===== config.mk =====
export PLATFORM = sky130hd
export DESIGN_NAME = cdr_console
export DESIGN_NICKNAME = d
export VERILOG_FILES = /design/src/hdl/cdr_pkg.sv /design/src/hdl/cdr_sync.sv /design/src/hdl/cdr_console.sv
export SDC_FILE = /design/constraint.sdc
export NUM_CORES = 1
export LEC_CHECK = 0
export ABC_AREA = 1
export BUFFER_PORTS_ARGS = -buffer_cell sky130_fd_sc_hd__buf_2
export CAP_MARGIN = 15
export CORE_MARGIN = 2
export CORE_UTILIZATION = 38
export DETAILED_ROUTE_END_ITERATION = 8
export GPL_ROUTABILITY_DRIVEN = 0
export GPL_TIMING_DRIVEN = 0
export SYNTH_ARGS = -nofsm -noshare
export SYNTH_HDL_FRONTEND = slang
export SYNTH_SLANG_ARGS = --single-unit

===== constraint.sdc =====
create_clock -name sys_clk_i -period 15.2 [get_ports sys_clk_i]
set_clock_uncertainty 0.1 [all_clocks]
set_input_delay 0 -clock sys_clk_i [delete_from_list [all_inputs] [get_ports sys_clk_i]]
set_output_delay 0 -clock sys_clk_i [all_outputs]
set_load 0.02 [all_outputs]

===== src/hdl/cdr_pkg.sv =====
/*
 * Constants, register map and carrier types for the console deposit,
 * examine and read-in block.
 * Assumes an 18-bit machine word and an 8K word address space.
 */
package cdr_pkg;
    localparam int WORD_W  = 18;
    localparam int ADDR_W  = 13;
    localparam int FRAME_W = 8;
    localparam int SEG_W   = 6;
    localparam int SEG_CNT = 3;
    localparam int CNT_W   = 2;
    localparam int IRQ_W   = 4;
    localparam int KEY_W   = 7;

    // Octal 10000 is this bit of the address
    localparam int HI_ADDR_BIT   = 12;
    localparam int BIN_FRAME_BIT = 7;
    localparam logic [1:0] PUNCH_BIN_TAG = 2'h2;

    localparam logic [7:0] OFF_CTRL     = 8'h00;
    localparam logic [7:0] OFF_STATUS   = 8'h04;
    localparam logic [7:0] OFF_RD_BUF   = 8'h08;
    localparam logic [7:0] OFF_PUN_BUF  = 8'h0c;
    localparam logic [7:0] OFF_SWITCH   = 8'h10;
    localparam logic [7:0] OFF_PC       = 8'h14;
    localparam logic [7:0] OFF_AC       = 8'h18;
    localparam logic [7:0] OFF_IRQ_STAT = 8'h1c;
    localparam logic [7:0] OFF_IRQ_MASK = 8'h20;

    localparam int CTRL_RD_BIN  = 0;
    localparam int CTRL_PUN_BIN = 1;
    localparam int CTRL_RD_GO   = 2;

    localparam int IRQ_RD_DONE  = 0;
    localparam int IRQ_CON_DONE = 1;
    localparam int IRQ_RI_END   = 2;
    localparam int IRQ_PUNCH    = 3;

    localparam int KEY_DEP    = 0;
    localparam int KEY_DEPN   = 1;
    localparam int KEY_EXAM   = 2;
    localparam int KEY_EXAMN  = 3;
    localparam int KEY_START  = 4;
    localparam int KEY_CONT   = 5;
    localparam int KEY_READIN = 6;

    typedef struct packed {
        logic              we;
        logic [ADDR_W-1:0] addr;
        logic [WORD_W-1:0] wdata;
    } cdr_mem_req_t;

    typedef struct packed {
        logic [KEY_W-1:0]  key;
        logic              ready;
        logic [ADDR_W-1:0] addr;
        logic [WORD_W-1:0] acc;
    } cdr_console_t;

    localparam int CON_W = KEY_W + 1 + ADDR_W + WORD_W;

    typedef enum logic [4:0] {
        ST_IDLE    = 5'h01,
        ST_WR      = 5'h02,
        ST_RD      = 5'h04,
        ST_RI_WAIT = 5'h08,
        ST_RI_WR   = 5'h10
    } cdr_state_t;
endpackage : cdr_pkg


===== src/hdl/cdr_sync.sv =====
/*
 * Two-stage synchroniser for a vector of console pins.
 * Assumes each bit is an independent slow level; no bus coherence.
 */
`timescale 1ns/1ps
`default_nettype none
module cdr_sync #(
    parameter int WIDTH = 1
) (
    input  wire logic             sys_clk_i,
    input  wire logic             rst_i,
    input  wire logic [WIDTH-1:0] async_i,
    output logic      [WIDTH-1:0] sync_o
);
    logic [WIDTH-1:0] meta_r;

    generate
        if (WIDTH < 1) begin : g_bad
            $error("cdr_sync needs WIDTH of at least one");
        end
    endgenerate

    always_ff @(posedge sys_clk_i or posedge rst_i) begin
        if (rst_i) begin
            meta_r <= '0;
            sync_o <= '0;
        end else begin
            meta_r <= async_i;
            sync_o <= meta_r;
        end
    end
endmodule : cdr_sync
`default_nettype wire


===== src/hdl/cdr_console.sv =====
/*
 * Operator console control: deposit, examine, start, continue, read-in,
 * paper-tape reader flags and assembly buffer, binary punch frame, APB.
 * Assumes memory and reader control run on sys_clk_i; switches are pins.
 */
// Summary of operation
// - Deposit writes switch word at switch address; AC, MB, MA, PC=MA+1 updated.
// - Deposit-next stores switch word at PC, then PC increments by one.
// - Examine reads switch address; view_sequential_key reads following cell without switches.
// - Binary reader buffer is three six-bit shift stages forming one word.
// - Binary punching uses only the six low punch buffer bits.
// - Reader run flop is set while tape moves, cleared when reading stops.
// - Reader mode flop selects binary assembly of frames.
// - Done flag sets when buffer holds a complete item for the processor.
// - Read-in key loads binary tape from switch address without stored program.
// - In 4K configuration the octal 10000 address bit is ignored.
// - Start key loads PC from address switches and starts execution.
// - Program can read accumulator switches as an input word.
`timescale 1ns/1ps
`default_nettype none
module cdr_console
    import cdr_pkg::*;
#(
    parameter bit MEM_4K = 1'b0
) (
    input  wire logic                  sys_clk_i,
    input  wire logic                  rst_i,
    input  wire logic                  psel,
    input  wire logic                  penable,
    input  wire logic                  pwrite,
    input  wire logic [7:0]            paddr,
    input  wire logic [31:0]           pwdata,
    output logic      [31:0]           prdata,
    output logic                       pready,
    output logic                       pslverr,
    output logic                       irq_o,
    input  wire logic [KEY_W-1:0]      key_pins_i,
    input  wire logic [ADDR_W-1:0]     addr_switch_i,
    input  wire logic [WORD_W-1:0]     acc_switch_i,
    input  wire logic                  reader_ready_i,
    output cdr_pkg::cdr_mem_req_t      mem_req_o,
    output logic                       mem_valid_o,
    input  wire logic                  mem_ack_i,
    input  wire logic [WORD_W-1:0]     mem_rdata_i,
    input  wire logic                  frame_valid_i,
    input  wire logic [FRAME_W-1:0]    frame_i,
    input  wire logic                  tape_end_i,
    output logic                       reader_run_o,
    output logic                       reader_binary_o,
    output logic                       reader_done_o,
    output logic      [WORD_W-1:0]     reader_assembly_buffer_o,
    output logic      [FRAME_W-1:0]    punch_frame_o,
    output logic                       punch_strobe_o,
    output logic                       cpu_run_o,
    output logic      [ADDR_W-1:0]     program_counter_o,
    output logic      [WORD_W-1:0]     accumulator_reg_o,
    output logic      [WORD_W-1:0]     memory_buffer_reg_o,
    output logic      [ADDR_W-1:0]     memory_address_reg_o
);
    import cdr_pkg::*;

    generate
        if (SEG_W * SEG_CNT != WORD_W) begin : g_bad_seg
            $error("three six-bit stages must fill one word");
        end
    endgenerate

    // Synchronised console pins
    cdr_console_t con_s;
    logic [CON_W-1:0] con_raw;
    assign con_raw = {key_pins_i, reader_ready_i, addr_switch_i, acc_switch_i};

    cdr_sync #(.WIDTH(CON_W)) u_sync (
        .sys_clk_i (sys_clk_i),
        .rst_i     (rst_i),
        .async_i   (con_raw),
        .sync_o    (con_s)
    );

    logic [KEY_W-1:0] key_q_r;
    wire  [KEY_W-1:0] key_rise = con_s.key & ~key_q_r;

    // Address fold for the small memory
    localparam logic [ADDR_W-1:0] ADDR_MASK =
        MEM_4K ? ~(ADDR_W'(1) << HI_ADDR_BIT) : '1;
    function automatic logic [ADDR_W-1:0] fold(input logic [ADDR_W-1:0] a);
        fold = a & ADDR_MASK;
    endfunction : fold

    // State
    cdr_state_t                state_r, state_nxt;
    cdr_mem_req_t              mem_req_r;
    logic                      mem_valid_r;
    logic [ADDR_W-1:0]         pc_r, ma_r, ri_addr_r;
    logic [WORD_W-1:0]         ac_r, mb_r;
    logic                      cpu_run_r;
    logic                      rd_run_r, rd_mode_r, rd_done_r;
    logic [WORD_W-1:0]         rd_buf_r;
    logic [CNT_W-1:0]          seg_cnt_r;
    logic [WORD_W-1:0]         pun_buf_r;
    logic                      pun_mode_r;
    logic [FRAME_W-1:0]        pun_frame_r;
    logic                      pun_stb_r;
    logic [IRQ_W-1:0]          irq_stat_r, irq_mask_r, irq_stat_nxt;
    logic                      irq_r;
    logic [31:0]               prdata_r;
    logic                      pready_r, pslverr_r;

    // APB decode
    wire apb_setup = psel & ~penable;
    wire apb_done  = psel & penable & pready_r;
    wire apb_wr    = apb_done & pwrite;
    wire apb_rd    = apb_done & ~pwrite;
    wire hit_ctrl  = paddr == OFF_CTRL;
    wire hit_stat  = paddr == OFF_STATUS;
    wire hit_rbuf  = paddr == OFF_RD_BUF;
    wire hit_pbuf  = paddr == OFF_PUN_BUF;
    wire hit_sw    = paddr == OFF_SWITCH;
    wire hit_pc    = paddr == OFF_PC;
    wire hit_ac    = paddr == OFF_AC;
    wire hit_istat = paddr == OFF_IRQ_STAT;
    wire hit_imask = paddr == OFF_IRQ_MASK;
    wire hit_any   = hit_ctrl | hit_stat | hit_rbuf | hit_pbuf | hit_sw |
                     hit_pc | hit_ac | hit_istat | hit_imask;
    wire wr_ctrl   = apb_wr & hit_ctrl;
    wire wr_pbuf   = apb_wr & hit_pbuf;
    wire rd_rbuf   = apb_rd & hit_rbuf;

    wire [31:0] rdata_mux =
        hit_ctrl  ? 32'({pun_mode_r, rd_mode_r}) :
        hit_stat  ? 32'({state_r, cpu_run_r, rd_done_r, rd_mode_r, rd_run_r}) :
        hit_rbuf  ? 32'(rd_buf_r) :
        hit_pbuf  ? 32'(pun_buf_r) :
        hit_sw    ? 32'(con_s.acc) :
        hit_pc    ? 32'(pc_r) :
        hit_ac    ? 32'(ac_r) :
        hit_istat ? 32'(irq_stat_r) :
        hit_imask ? 32'(irq_mask_r) : 32'h0;

    // Console and read-in sequencing
    wire idle     = state_r == ST_IDLE;
    wire con_ok   = idle & ~cpu_run_r;
    wire do_dep   = con_ok & key_rise[KEY_DEP];
    wire do_depn  = con_ok & ~key_rise[KEY_DEP] & key_rise[KEY_DEPN];
    wire do_exam  = con_ok & ~(|key_rise[KEY_DEPN:KEY_DEP]) & key_rise[KEY_EXAM];
    wire do_examn = con_ok & ~(|key_rise[KEY_EXAM:KEY_DEP]) & key_rise[KEY_EXAMN];
    wire do_ri    = con_ok & ~(|key_rise[KEY_EXAMN:KEY_DEP]) & key_rise[KEY_READIN];
    wire do_start = con_ok & key_rise[KEY_START];
    wire do_cont  = con_ok & key_rise[KEY_CONT];
    wire mem_fin  = mem_valid_r & mem_ack_i;
    wire ri_word  = (state_r == ST_RI_WAIT) & rd_done_r;
    wire ri_end   = (state_r == ST_RI_WAIT) & ~rd_done_r & tape_end_i;

    always_comb begin
        state_nxt = state_r;
        case (state_r)
            ST_IDLE: begin
                if (do_dep | do_depn)
                    state_nxt = ST_WR;
                else if (do_exam | do_examn)
                    state_nxt = ST_RD;
                else if (do_ri)
                    state_nxt = ST_RI_WAIT;
            end
            ST_WR, ST_RD: begin
                if (mem_fin)
                    state_nxt = ST_IDLE;
            end
            ST_RI_WAIT: begin
                if (ri_word)
                    state_nxt = ST_RI_WR;
                else if (ri_end)
                    state_nxt = ST_IDLE;
            end
            ST_RI_WR: begin
                if (mem_fin)
                    state_nxt = ST_RI_WAIT;
            end
            default: state_nxt = ST_IDLE;
        endcase
    end

    // Target address of a console access
    wire [ADDR_W-1:0] key_addr = fold((do_dep | do_exam) ? con_s.addr : pc_r);

    always_ff @(posedge sys_clk_i or posedge rst_i) begin
        if (rst_i) begin
            state_r     <= ST_IDLE;
            key_q_r     <= '0;
            mem_req_r   <= '0;
            mem_valid_r <= 1'b0;
        end else begin
            state_r <= state_nxt;
            key_q_r <= con_s.key;
            if (do_dep | do_depn) begin
                mem_req_r   <= '{we: 1'b1, addr: key_addr, wdata: con_s.acc};
                mem_valid_r <= 1'b1;
            end else if (do_exam | do_examn) begin
                mem_req_r   <= '{we: 1'b0, addr: key_addr, wdata: '0};
                mem_valid_r <= 1'b1;
            end else if (ri_word) begin
                mem_req_r   <= '{we: 1'b1, addr: ri_addr_r, wdata: rd_buf_r};
                mem_valid_r <= 1'b1;
            end else if (mem_fin) begin
                mem_valid_r <= 1'b0;
            end
        end
    end

    // Central registers as seen on the console
    always_ff @(posedge sys_clk_i or posedge rst_i) begin
        if (rst_i) begin
            pc_r      <= '0;
            ma_r      <= '0;
            ac_r      <= '0;
            mb_r      <= '0;
            ri_addr_r <= '0;
            cpu_run_r <= 1'b0;
        end else begin
            if (mem_fin) begin
                ma_r <= mem_req_r.addr;
                mb_r <= mem_req_r.we ? mem_req_r.wdata : mem_rdata_i;
                ac_r <= mem_req_r.we ? mem_req_r.wdata : mem_rdata_i;
                // Sequential keys continue from here
                pc_r <= fold(mem_req_r.addr + ADDR_W'(1));
            end
            if (do_ri)
                ri_addr_r <= fold(con_s.addr);
            else if (mem_fin & (state_r == ST_RI_WR))
                ri_addr_r <= fold(ri_addr_r + ADDR_W'(1));
            if (do_start) begin
                pc_r      <= fold(con_s.addr);
                cpu_run_r <= 1'b1;
            end else if (do_cont) begin
                cpu_run_r <= 1'b1;
            end
        end
    end

    // Reader control: run, mode, done, assembly buffer
    wire rd_go_sw  = wr_ctrl & pwdata[CTRL_RD_GO];
    wire ri_go     = (state_r == ST_RI_WAIT) & ~rd_done_r & ~rd_run_r &
                     con_s.ready & ~tape_end_i;
    wire rd_take   = rd_run_r & frame_valid_i;
    wire bin_frame = frame_i[BIN_FRAME_BIT];
    // Frames without the binary hole are leader and are skipped
    wire seg_take  = rd_take & rd_mode_r & bin_frame;
    wire seg_last  = seg_cnt_r == CNT_W'(SEG_CNT - 1);
    wire rd_item   = (seg_take & seg_last) | (rd_take & ~rd_mode_r);
    wire rd_clear  = rd_rbuf | (ri_word & ~rd_item);

    always_ff @(posedge sys_clk_i or posedge rst_i) begin
        if (rst_i) begin
            rd_run_r  <= 1'b0;
            rd_mode_r <= 1'b0;
            rd_done_r <= 1'b0;
            rd_buf_r  <= '0;
            seg_cnt_r <= '0;
        end else begin
            if (do_ri)
                rd_mode_r <= 1'b1;
            else if (wr_ctrl & idle)
                rd_mode_r <= pwdata[CTRL_RD_BIN];
            if (rd_item | tape_end_i)
                rd_run_r <= 1'b0;
            else if (rd_go_sw | ri_go)
                rd_run_r <= 1'b1;
            if (rd_item)
                rd_done_r <= 1'b1;
            else if (rd_clear)
                rd_done_r <= 1'b0;
            if (rd_go_sw | ri_go) begin
                seg_cnt_r <= '0;
            end else if (seg_take) begin
                rd_buf_r  <= {rd_buf_r[WORD_W-SEG_W-1:0], frame_i[SEG_W-1:0]};
                seg_cnt_r <= seg_last ? '0 : seg_cnt_r + CNT_W'(1);
            end else if (rd_take & ~rd_mode_r) begin
                rd_buf_r  <= WORD_W'(frame_i);
            end
        end
    end

    // Punch buffer and frame out
    always_ff @(posedge sys_clk_i or posedge rst_i) begin
        if (rst_i) begin
            pun_buf_r   <= '0;
            pun_mode_r  <= 1'b0;
            pun_frame_r <= '0;
            pun_stb_r   <= 1'b0;
        end else begin
            pun_stb_r <= wr_pbuf;
            if (wr_ctrl)
                pun_mode_r <= pwdata[CTRL_PUN_BIN];
            if (wr_pbuf) begin
                pun_buf_r   <= pwdata[WORD_W-1:0];
                pun_frame_r <= pun_mode_r ? {PUNCH_BIN_TAG, pwdata[SEG_W-1:0]}
                                          : pwdata[FRAME_W-1:0];
            end
        end
    end

    // Interrupt status: set wins over write-one-to-clear
    wire [IRQ_W-1:0] irq_set = {wr_pbuf, ri_end, mem_fin & (state_r != ST_RI_WR), rd_item};
    wire [IRQ_W-1:0] irq_clr = (apb_wr & hit_istat) ? pwdata[IRQ_W-1:0] : '0;
    assign irq_stat_nxt = (irq_stat_r & ~irq_clr) | irq_set;

    always_ff @(posedge sys_clk_i or posedge rst_i) begin
        if (rst_i) begin
            irq_stat_r <= '0;
            irq_mask_r <= '0;
            irq_r      <= 1'b0;
        end else begin
            irq_stat_r <= irq_stat_nxt;
            if (apb_wr & hit_imask)
                irq_mask_r <= pwdata[IRQ_W-1:0];
            irq_r <= |(irq_stat_nxt & ((apb_wr & hit_imask) ? pwdata[IRQ_W-1:0] : irq_mask_r));
        end
    end

    // APB slave, answer in the first access cycle
    always_ff @(posedge sys_clk_i or posedge rst_i) begin
        if (rst_i) begin
            pready_r  <= 1'b0;
            pslverr_r <= 1'b0;
            prdata_r  <= '0;
        end else begin
            pready_r  <= apb_setup;
            pslverr_r <= apb_setup & ~hit_any;
            prdata_r  <= (apb_setup & ~pwrite) ? rdata_mux : '0;
        end
    end

    assign prdata                   = prdata_r;
    assign pready                   = pready_r;
    assign pslverr                  = pslverr_r;
    assign irq_o                    = irq_r;
    assign mem_req_o                = mem_req_r;
    assign mem_valid_o              = mem_valid_r;
    assign reader_run_o             = rd_run_r;
    assign reader_binary_o          = rd_mode_r;
    assign reader_done_o            = rd_done_r;
    assign reader_assembly_buffer_o = rd_buf_r;
    assign punch_frame_o            = pun_frame_r;
    assign punch_strobe_o           = pun_stb_r;
    assign cpu_run_o                = cpu_run_r;
    assign program_counter_o        = pc_r;
    assign accumulator_reg_o        = ac_r;
    assign memory_buffer_reg_o      = mb_r;
    assign memory_address_reg_o     = ma_r;
endmodule : cdr_console
`default_nettype wire


* Word level (Yosys, flattened, before mapping)
Index checks and enable logic that the tools add are counted.
** Storage, ports and cells
- Flip-flop bits (word level) :: 261
- Input port bits :: 113
- Output and inout port bits :: 161
- Logic and storage cells :: 191
** Operators by class
- Add/sub/neg operators :: 3
- Eq/ne operators :: 19
- Mux-type cells :: 47
- Bitwise operators :: 76
- Reductions and logical operators :: 18
** Operators with widths (count)
- 18-bit 2-to-1 mux :: 11
- 32-bit 2-to-1 mux :: 3
- 13-bit 2-to-1 mux :: 5
- 1-bit AND :: 41
- 5-bit 2-to-1 mux :: 7
- 8-bit by 5-bit == test with 1-bit output (second input constant) :: 4
- 13-bit by 1-bit adder with 13-bit output (second input constant) :: 2
- 5-bit one-hot mux with 4 select lines :: 1
- 8-bit by 4-bit == test with 1-bit output (second input constant) :: 2
- 4-bit 2-to-1 mux :: 4
- 2-bit nonzero test :: 8
- 1-bit bitwise OR :: 15
- 1-bit inverter :: 14
- 1-bit 2-to-1 mux :: 12
- 4-bit AND :: 2
- 8-bit by 3-bit == test with 1-bit output (second input constant) :: 1
- 8-bit by 6-bit == test with 1-bit output (second input constant) :: 1
- 8-bit zero test :: 1
- 8-bit 2-to-1 mux :: 1
- 4-bit OR reduction :: 2
- 7-bit AND :: 1
- 7-bit inverter :: 1
- 2-bit 2-to-1 mux :: 3
- 5-bit by 1-bit == test with 1-bit output (second input constant) :: 1
- 18 further kinds :: 20

* Logic depth before layout (Yosys ltp)
Gate-level depths: netlist of run 1.
- Depth in word-level cells :: 11
- Depth in mapped cells :: 11
- Mapped depth without buffers :: 11

* By module
Synthesis of run 1 repeated with hierarchy kept, for this count alone.
** Unflattened totals
- Cells, all modules :: 1247
- Area total of the unflattened synthesis :: 11225.8 µm²
** Modules (own cells, without submodules)
- cdr_console :: instances 1, cells each 1168, area each 9270.1 µm², sequential area each 4430.5 µm²
- cdr_sync :: instances 1, cells each 79, area each 1955.6 µm², sequential area each 1951.9 µm²

* Least setup slack after synthesis of run 1
Ideal clock, no wire load.
- Kind :: register to register
- From :: register mem_req_r, in the netlist mem_req_o[18]
- To :: register pc_r[10], in the netlist program_counter_o[10]
- Library setup time :: 129 ps
- Arrival time :: 1611 ps
- Required time :: 14971 ps
- Path slack :: 13360 ps
- Cell stages (with the launch flop) :: 11
- Path buffers :: 0
- Period minus slack after synthesis :: 1840 ps
- Path through :: dfrtp_1 ha_1 nand2_1 nor2_1 nand3_1 nor2_1 nand2_1 nor2_1 nand2_1 o21ai_0 nand3_1
** Between the ends
- Cells in the longest elaborated chain, start to end :: 3
** Ends and longest elaborated chain
- start, declared :: RTL line cdr_console.sv:92 : cdr_mem_req_t mem_req_r;
- start signal, assigned :: RTL line cdr_console.sv:196 : mem_req_r <= '{we: 1'b1, addr: key_addr, wdata: con_s.acc};
- start signal, assigned :: RTL line cdr_console.sv:199 : mem_req_r <= '{we: 1'b0, addr: key_addr, wdata: '0};
- start signal, assigned :: RTL line cdr_console.sv:202 : mem_req_r <= '{we: 1'b1, addr: ri_addr_r, wdata: rd_buf_r};
- 13-bit by 1-bit adder with 13-bit output :: RTL line cdr_console.sv:225 : pc_r <= fold(mem_req_r.addr + ADDR_W'(1));
- 13-bit 2-to-1 mux :: RTL line cdr_console.sv:220 : if (mem_fin) begin
- 13-bit 2-to-1 mux :: RTL line cdr_console.sv:231 : if (do_start) begin
- end signal, assigned :: RTL line cdr_console.sv:225
- end signal, assigned :: RTL line cdr_console.sv:232 : pc_r <= fold(con_s.addr);
- end, declared :: RTL line cdr_console.sv:94 : logic [ADDR_W-1:0] pc_r, ma_r, ri_addr_r;
No other way between the ends. The select of a mux whose other input is x is not followed.
A chain may end at the register's enable or synchronous reset.

* Final worst setup path of run 1
- From :: input paddr[6]
- To :: register rd_buf_r[5], in the netlist reader_assembly_buffer_o[5]
** Between the ends
- Cells in the longest elaborated chain, start to end :: 6
** Ends and longest elaborated chain
- start, declared :: RTL line cdr_console.sv:31 : input wire logic [7:0] paddr,
- 8-bit zero test :: RTL line cdr_console.sv:114 : wire hit_ctrl = paddr == OFF_CTRL;
- 1-bit AND :: RTL line cdr_console.sv:125 : wire wr_ctrl = apb_wr & hit_ctrl;
- 1-bit AND :: RTL line cdr_console.sv:241 : wire rd_go_sw = wr_ctrl & pwdata[CTRL_RD_GO];
- 1-bit bitwise OR :: RTL line cdr_console.sv:272 : if (rd_go_sw | ri_go) begin
- 1-bit inverter (no source line)
- 2-bit AND reduction (no source line)
- end signal, assigned :: RTL line cdr_console.sv:275 : rd_buf_r <= {rd_buf_r[WORD_W-SEG_W-1:0], frame_i[SEG_W-1:0]};
- end signal, assigned :: RTL line cdr_console.sv:278 : rd_buf_r <= WORD_W'(frame_i);
- end, declared :: RTL line cdr_console.sv:98 : logic [WORD_W-1:0] rd_buf_r;
No other way between the ends.

==> flow_metrics.tcl, run 1 <==
set metrics [dict create \
    post-route-util_pct 52.83 \
    die_h_um 174.0 \
    crit_slowest_cell "dlygate4sd3_1" \
    initial_utilization_pct 38.45 \
    grt.total_usage_pct 24.38 \
    hp-class "in -> reg" \
    ys_seq_area_share_pct 58.14 \
    synthArstFlopShare_pct 100.0 \
    wire_per_inst_um 18.40 \
    ant_nets 0 \
    power-per-cell-area_nw_per_um2 157.1 \
    ir_drop_mv 0.1297 \
    ys_types 42 \
    cts_made_buffers 29 \
    maxCapViolCount 0 \
    synth_edf_count 0 \
    cts_buffer_depth 3 \
    fp-row-count 62 \
    overflow 0 \
    drt_iter0_drc 780 \
    clk_pin_slew_ps 60 \
    path_class "in -> reg" \
    power_switching_w 0.0008866 \
    critPathMaxStageDelay_ps 620 \
    numClockSinks 255 \
    avgSynthCellArea_um2 9.294 \
    path_common_cell "dlygate4sd3_1" \
    path_buf_inv 7 \
    cts_resized 0 \
    leakagePower_nw 7.526 \
    grt_pass1_vias 9755 \
    power.internal_w 0.001483 \
    p_sw_share_pct 37.41 \
    vias 9941 \
    syn_area_um2 10980 \
    clock-root-buffer "clkbuf_16" \
    cp_top_family "buffers and inverters" \
    combPwrFrac_pct 31.7 \
    ios 274 \
    cts_tree "yes" \
    yosys.area.top_type_share_pct 57.90 \
    maxSlewViolCount 0 \
    clk_latency_ps 540 \
    hpwl_um 27230 \
    synth-seq-cells 255 \
    syn_to_final_growth_pct 37.39 \
    hold_viol_final 0 \
    seq_power_share_pct 40.0 \
    clkPwrFrac_pct 28.4 \
    wirelength_um 37050 \
    fmax_mhz 278.6 \
    cp_max_fo 10 \
    p_total_w 0.002370 \
    synth_top_area_cell "dfrtp_1" \
    yosysWarnings 0 \
    period_minus_slack_ps 3589 \
    finalSetupViolCount 0 \
    synth_cells 1181 \
    port_buffers 245 \
    fp.coreArea_um2 28550 \
    start_kind "primary input" \
    diodes 0 \
    antenna_found_initial 0 \
    die_w_um 174.0 \
    fin_crit_sh_pct 23.61 \
    dr.pass1.iters 5 \
    avgViaCountPerCell 4.938 \
    crit_chain "dlygate4sd3_1 -> buf_2 -> nor2_1 -> dlygate4sd3_1 -> nand3_2 -> dlygate4sd3_1 -> inv_2 -> nand2_4 -> nor2_4 -> nand2_1 -> nand2_4 -> nor2_4 -> nand2_1 -> dlygate4sd3_1 -> o21ai_0 -> dlygate4sd3_1" \
    grt_pass1_wl_um 56970 \
    die_area_um2 30260 \
    synth_ff_type "dfrtp_1" \
    worst_pin_slew_ps 698.3 \
    synthTopCellsByArea "dfrtp_1 58%, nand2_1 8.1%, inv_1 5.2%" \
    worstPathRequired_ps 15520 \
    drive_gt1_share_pct 23.94 \
    htree_levels 1 \
    worst_ep_arrival_time_ps 3910 \
    drc 0 \
    grt_start_max_net_pins 108 \
    fin_tns_setup_ps 0 \
    status "completed" \
    fin_hold_ws_ps 16.67 \
    layout.nets 1724 \
    n_fill_cell 2669 \
    maxSlewHeadroom_pct 52.96 \
    critPathCaptureType "flip-flop" \
    rsz0062_at_grt "false" \
]
## power by group through the flow
stage,combinational [W],sequential (W),clock (W)
2_1_floorplan,0.000345,0.00103,0
3_5_place_dp,0.000716,0.000952,0
4_1_cts,0.000748,0.000943,0.000684
3_3_place_gp,0.000706,0.000954,0
5_1_grt,0.000814,0.000960,0.000712
6_report,0.000750,0.000947,0.000672
## Yosys cell counts (all sizes together), types with 2 or more instances
| library cell | instances |
|---|---|
| nand2 | 243 |
| a21oi | 49 |
| o2111ai | 4 |
| inv | 162 |
| nand4 | 8 |
| nor4 | 6 |
| o211ai | 9 |
| a221oi | 4 |
| nor2 | 83 |
| o221ai | 21 |
| buf | 59 |
| a32oi | 13 |
| xnor2 | 2 |
| dfrtp | 254 |
| xor2 | 17 |
| ha | 2 |
| nand3 | 42 |
| o22ai | 20 |
| clkbuf | 17 |
| nor3 | 7 |
| a22oi | 2 |
| o21ai | 150 |
## routing by layer
metal	vias to the layer above	global-route usage, %	wire length (µm)
li1	4672	-	-
met1	4833	34.22	16550
met2	382	39.08	17060
met3	54	4.746	2605
met4	0	6.057	832
met5	-	0	0
## layout make-up
| class | count | area, µm² | area share (%) |
|---|---|---|---|
| inverters | 163 | 619.3 | 4.107 |
| multi-input cells | 700 | 3553 | 23.56 |
| well taps | 384 | 480.5 | 3.186 |
| flip-flops and latches | 255 | 6382 | 42.32 |
| clock buffers | 46 | 859.6 | 5.700 |
| repair buffers | 384 | 2653 | 17.59 |
| clock inverters | 5 | 55.05 | 0.3651 |
| plain buffers | 76 | 478.0 | 3.169 |
## what timing repair did
item	CTS	global route
setup buffers	0	0
hold buffers	137	0
hold endpoints to repair	261	0
## metrics by stage
| stage | setup slack [ps] | area, µm² | std cells |
|---|---|---|---|
| after floorplan | 8088 | 11030 | 1194 |
| after global placement | 5226 | 12730 | 1823 |
| after detailed placement | 13010 | 12790 | 1825 |
| after CTS | 11660 | 15080 | 2013 |
| after global routing | 11410 | 15080 | 2013 |
| final | 11610 | 15080 | 2013 |
## logic make-up after synthesis
logic type	Yosys count	synth area share (%)
AO/OA/AOI/OAI	275	14.58
XOR/XNOR	19	1.516
adder cells (fa/ha/maj)	2	0.2279
buffers and inverters	239	9.928
flip-flops	255	58.14
other	1	0.03416
AND/OR/NAND/NOR	390	15.57
## sequential cells by signal, summed over array words and instances, names as in the netlist, 2 cells and up
name,cells
memory_buffer_reg_o,18
u_sync.sync_o,39
mem_req_o,32
reader_assembly_buffer_o,18
memory_address_reg_o,13
program_counter_o,13
pun_buf_r,18
irq_stat_r,4
u_sync.meta_r,39
punch_frame_o,2
prdata,18
state_r,5
irq_mask_r,4
seg_cnt_r,2
ri_addr_r,13
key_q_r,7
## worst paths after layout
check	start	end	slack [ps]	depth (start not counted)
max in group asynchronous	rst_i	memory_address_reg_o[4]	13140	6
min	acc_switch_i[4]	u_sync.meta_r[4]	20	2
max reg2reg	pready	reader_assembly_buffer_o[5]	12420	11
min reg2reg	u_sync.meta_r[28]	u_sync.sync_o[28]	240	0
min in group asynchronous	rst_i	u_sync.sync_o[31]	540	4
max	paddr[6]	reader_assembly_buffer_o[5]	11610	16
## cells in the final DEF (no fill, tap or decap), types with 9 or more instances in the layout
master / instances
a21oi_1: 49
a32oi_1: 13
buf_2: 261
buf_4: 40
clkbuf_1: 27
clkbuf_16: 29
conb_1: 14
dfrtp_1: 254
dlygate4sd3_1: 137
inv_1: 150
inv_2: 11
nand2_1: 237
nand3_1: 38
nor2_1: 68
o211ai_1: 9
o21ai_0: 111
o21ai_1: 37
o221ai_1: 21
o22ai_1: 20
xor2_1: 17
## worst reg2reg max path: stages (launching register included)
cell	delay, ps
dfrtp_1	370
nand3_1	130
nor2_1	70
inv_1	230
nor2_4	90
nand2_1	130
nand2_4	100
nor2_4	250
nand2_1	90
dlygate4sd3_1	560
o21ai_0	60
dlygate4sd3_1	560
(Power assumes the default switching activity.)
==> run 2: changes to the inputs <==
Clock period 15.2 ns to 3.29 ns, I/O delays scaled along.
==> run 2 against run 1 <==
Effect of this change:
- largest cell class unchanged
- sequential share of layout area fell by 0.66 points
- wire length is essentially flat
- via count rose by 0.90%
- register-to-register slack got worse by 12000 ps
- core utilization grew 0.84 points
- worst setup slack worse by 11000 ps
- the run now ends with negative hold slack left
==> flow_metrics.tcl, run 2 (same netlist as run 1, synthesis figures left out) <==
set metrics [dict create \
    cts_tree "yes" \
    fp.coreArea_um2 28550 \
    overflow 0 \
    fin_hold_ws_ps -13.21 \
    status "complete, but fails checks" \
    maxCapViolCount 0 \
    place_area_um2 12880 \
    avgViaCountPerCell 4.965 \
    path_class "in -> reg" \
    n_fill_cell 2694 \
    hpwl_um 27540 \
    critPathCaptureType "flip-flop" \
    worst_pin_slew_ps 635.4 \
    p_total_w 0.01139 \
    path_buf_inv 6 \
    hp-class "in -> async" \
    cts_made_buffers 28 \
    grt_pass1_wl_um 57360 \
    die_area_um2 30260 \
    cts_buffer_depth 3 \
    cp.depth 15 \
    rr_worst_depth 11 \
    crit_chain "dlygate4sd3_1 -> buf_2 -> nor2_1 -> dlygate4sd3_1 -> nand3_2 -> inv_2 -> nand2_4 -> nor2_4 -> nand2_1 -> nand2_4 -> nor2_4 -> nand2_1 -> dlygate4sd3_1 -> o21ai_0 -> dlygate4sd3_1" \
    start_kind "primary input" \
    hold_viol_final 23 \
    violations "negative hold slack" \
    worstPathRequired_ps 3620 \
    vias 10030 \
    post-route-util_pct 53.66 \
    die_h_um 174.0 \
    antenna_found_initial 0 \
    dr.pass1.iters 5 \
    cp_max_fo 10 \
    syn_to_final_growth_pct 39.56 \
    ant_nets 0 \
    wire_per_inst_um 18.34 \
    worst_ep_arrival_time_ps 3360 \
    path_common_cell "dlygate4sd3_1" \
    grt.total_usage_pct 24.39 \
    final_cell_area_um2 15320 \
    die_w_um 174.0 \
    maxSlewHeadroom_pct 57.64 \
    fmax_mhz 329.9 \
    final_common_cell "buf_2" \
    leakagePower_nw 7.633 \
    rsz0062_at_grt "false" \
    fp-row-count 62 \
    final_cell_mix "261 x buf_2, 254 x dfrtp_1, 237 x nand2_1, 150 x inv_1, 139 x dlygate4sd3_1" \
    period_minus_slack_ps 3032 \
    drc 0 \
    layout.nets 1730 \
    port_buffers 245 \
    diodes 0 \
    finalSetupViolCount 0 \
    initial_utilization_pct 38.45 \
    ios 274 \
    critPathMaxStageDelay_ps 570 \
    fin_tns_setup_ps 0 \
    grt_pass1_vias 9986 \
    htree_levels 1 \
    grt_start_max_net_pins 41 \
    clock-root-buffer "clkbuf_16" \
    dp.cells 1830 \
    layout.cells.non_filler 2020 \
    drt_iter0_drc 729 \
    clk_latency_ps 550 \
    drive_gt1_share_pct 24.39 \
    fin_crit_sh_pct 92.15 \
    numClockSinks 255 \
    power-per-cell-area_nw_per_um2 743.3 \
    cp_top_family "buffers and inverters" \
    maxSlewViolCount 0 \
    clk_pin_slew_ps 60 \
    crit_slowest_cell "dlygate4sd3_1" \
    wirelength_um 37050 \
    ir_drop_mv 0.6142 \
]
## run 2: metrics by stage
stage | setup WS, ps | hold slack (ps)
2_1_floorplan | -166.8 | -68.57
3_3_place_gp | -1724 | 9.637
3_5_place_dp | 1153 | 1.828
4_1_cts | 205.2 | 0.1888
5_1_grt | 116.4 | 7.878
6_report | 258.3 | -13.21
## run 2: power breakdown
part	total [W]	internal (W)	switching [W]
logic	0.00345	0.00126	0.00219
clock network	0.00355	0.00225	0.00129
registers	0.00439	0.00375	0.000644
total	0.0114	0.00725	0.00413
## run 2: layout make-up
type,instances,area (µm²),share of cell area (%)
multi-input combinational,700,3553,23.20
timing repair buffer,391,2758,18.00
tap,384,480.5,3.136
clock inverter,12,249.0,1.625
buffer,76,478.0,3.120
sequential,255,6382,41.66
inverter,163,615.6,4.018
clock buffer,39,803.3,5.243
## run 2: path summary, 6_finish.rpt
check | endpoint | slack, ps | startpoint
worst max-delay path | reader_assembly_buffer_o[5] | 260 | paddr[6]
worst max register to register | reader_assembly_buffer_o[5] | 470 | pready
worst min-delay path | u_sync.sync_o[1] | -10 | rst_i
worst min register to register | u_sync.sync_o[20] | 250 | u_sync.meta_r[20]
min in group sys_clk_i | u_sync.meta_r[15] | 10 | acc_switch_i[15]
max in group asynchronous | u_sync.meta_r[12] | 1970 | rst_i
## run 2: what timing repair did
item,in CTS,in global routing
endpoints found under the hold margin,218,2
hold buffers,138,2
resized for setup,0,0
setup endpoints to repair,0,1
setup buffers,0,0
## run 2: routing by layer
layer,wire [µm],GRT usage (%)
met1,16220,33.62
met2,17060,39.26
met3,2605,4.090
met4,1167,8.263
met5,0,0
## run 2: worst reg2reg max path, cell delays in order (launching register included)
cell           delay (ps)
dfrtp_1               370
nand3_1               130
nor2_1                 70
inv_1                 250
nor2_4                 90
nand2_1               120
nand2_4               100
nor2_4                250
nand2_1                80
dlygate4sd3_1         560
o21ai_0                70
dlygate4sd3_1         570
==> run 3: changes to the inputs <==
Settings changed: REMOVE_ABC_BUFFERS set to 1, TNS_END_PERCENT set to 20.
==> run 3 against run 2 <==
Effect of this change:
- worst setup slack worse by 84 ps
- sequential share of layout area up 0.98 points
- the run now ends clean
- final cell count down 3.4%
- largest cell class unchanged
- sequential cell count unchanged
- clock power about the same
- clock-buffer cell count up 1
- power down 2.1%
- non-clock buffer count down 70
==> flow_metrics.tcl, run 3 (same netlist as run 1, synthesis figures left out) <==
set metrics [dict create \
    grt_pass1_wl_um 55890 \
    cts_buffer_depth 3 \
    ir_drop_mv 0.5716 \
    die_area_um2 30260 \
    cp_max_fo 32 \
    finalSetupViolCount 0 \
    diodes 0 \
    antenna_found_initial 0 \
    fin_crit_sh_pct 94.69 \
    worstPathRequired_ps 3620 \
    ant_nets 0 \
    syn_to_final_growth_pct 36.35 \
    leakagePower_nw 7.402 \
    crit_chain "nand4_2 -> nor2_4 -> o21ai_4 -> buf_16 -> nand2_2 -> buf_12 -> inv_1 -> a22oi_1" \
    numClockSinks 255 \
    fp-row-count 62 \
    dr.pass1.iters 5 \
    crit_slowest_cell "nor2_4" \
    layout.nets 1661 \
    maxSlewViolCount 0 \
    start_kind "flip-flop" \
    grt_start_max_net_pins 96 \
    critPathMaxStageDelay_ps 650 \
    period_minus_slack_ps 3115 \
    path_class "reg -> reg" \
    htree_levels 1 \
    clock-root-buffer "clkbuf_16" \
    post-route-util_pct 52.43 \
    avgViaCountPerCell 5.023 \
    rsz0062_at_grt "false" \
    cts_tree "yes" \
    worst_ep_arrival_time_ps 3440 \
    clk_latency_ps 540 \
    power-per-cell-area_nw_per_um2 745.0 \
    critPathCaptureType "flip-flop" \
    status "completed" \
    overflow 0 \
    initial_utilization_pct 38.45 \
    hp-class "in -> reg" \
    grt_pass1_vias 9819 \
    final_common_cell "dfrtp_1" \
    grt.total_usage_pct 23.84 \
    place_ws_ps 222.4 \
    drc 0 \
    port_buffers 245 \
    n_fill_cell 2603 \
    fin_tns_setup_ps 0 \
    wirelength_um 36370 \
    hpwl_um 24670 \
    wire_per_inst_um 18.63 \
    final_cell_area_um2 14970 \
    fmax_mhz 321.0 \
    maxSlewHeadroom_pct 23.07 \
    fp.coreArea_um2 28550 \
    vias 9805 \
    maxCapViolCount 0 \
    drive_gt1_share_pct 22.19 \
    ios 274 \
    p_total_w 0.01115 \
    drt_iter0_drc 683 \
    cts_made_buffers 29 \
    worst_pin_slew_ps 1154 \
    clk_pin_slew_ps 60 \
    die_w_um 174.0 \
    hold_viol_final 0 \
    setup_slack_ps 174.7 \
    die_h_um 174.0 \
    place_area_um2 12430 \
    final_cell_mix "254 x dfrtp_1, 245 x buf_2, 236 x nand2_1, 150 x inv_1, 140 x dlygate4sd3_1" \
]
-- run 3: metal layers --
| layer | global-route usage (%) | share of wire, % | wire length [µm] | up-vias |
|---|---|---|---|---|
| met2 | 39.67 | 47 | 17130 | 368 |
| met3 | 4.068 | 6.5 | 2370 | 61 |
| met4 | 7.283 | 3.1 | 1137 | 0 |
| met1 | 32.03 | 43 | 15730 | 4814 |
| met5 | 0 | 0 | 0 | - |
| li1 | - | - | - | 4562 |
-- run 3: layout make-up --
class,instances,area [µm²],share of cell area [%]
clock buffer,40,837.1,5.593
clock inverter,13,224.0,1.496
tap,384,480.5,3.210
sequential,255,6382,42.64
inverter,163,619.3,4.138
timing repair buffer,397,2853,19.06
multi-input combinational,700,3571,23.86
-- run 3: final timing paths --
kind | from | endpoint | slack [ps] | cells past startpoint
max | state_r[0] | mem_req_o[31] | 170 | 8
min | acc_switch_i[0] | u_sync.meta_r[0] | 20 | 2
max reg2reg | state_r[0] | mem_req_o[31] | 170 | 8
min reg2reg | u_sync.meta_r[3] | u_sync.sync_o[3] | 240 | 0
max in group asynchronous | rst_i | memory_buffer_reg_o[11] | 1270 | 6
min in group asynchronous | rst_i | u_sync.sync_o[31] | 570 | 4
-- run 3: critical path, delay by kind of cell, from the launching register on --
kind / cells / cell delay [ps]
and+or+nand+nor: 3 / 1080
DFF: 1 / 560
buffers and inverters: 3 / 690
AOI/OAI and AO/OA: 2 / 530
-- run 3: timing repair --
item,CTS,global route
endpoints found under the hold margin,276,0
hold buffers,142,0
setup endpoints to repair,0,7
gates resized for setup,0,3
setup buffers,0,4
-- run 3: per-stage QoR --
step | hold WS (ps) | cells
4_1_cts | 1.263 | 1948
2_1_floorplan | -68.57 | 1118
3_3_place_gp | 9.100 | 1747
6_report | 16.57 | 1952
3_5_place_dp | -4.921 | 1753
5_1_grt | 16.18 | 1952
-- run 3: power by group --
part           total [W]  internal [W]  switching (W)  leakage (nW)
clock network    0.00354       0.00224        0.00130         0.517
registers        0.00438       0.00375       0.000637          3.03
logic            0.00323       0.00112        0.00210          3.85
total             0.0111       0.00711        0.00404          7.40
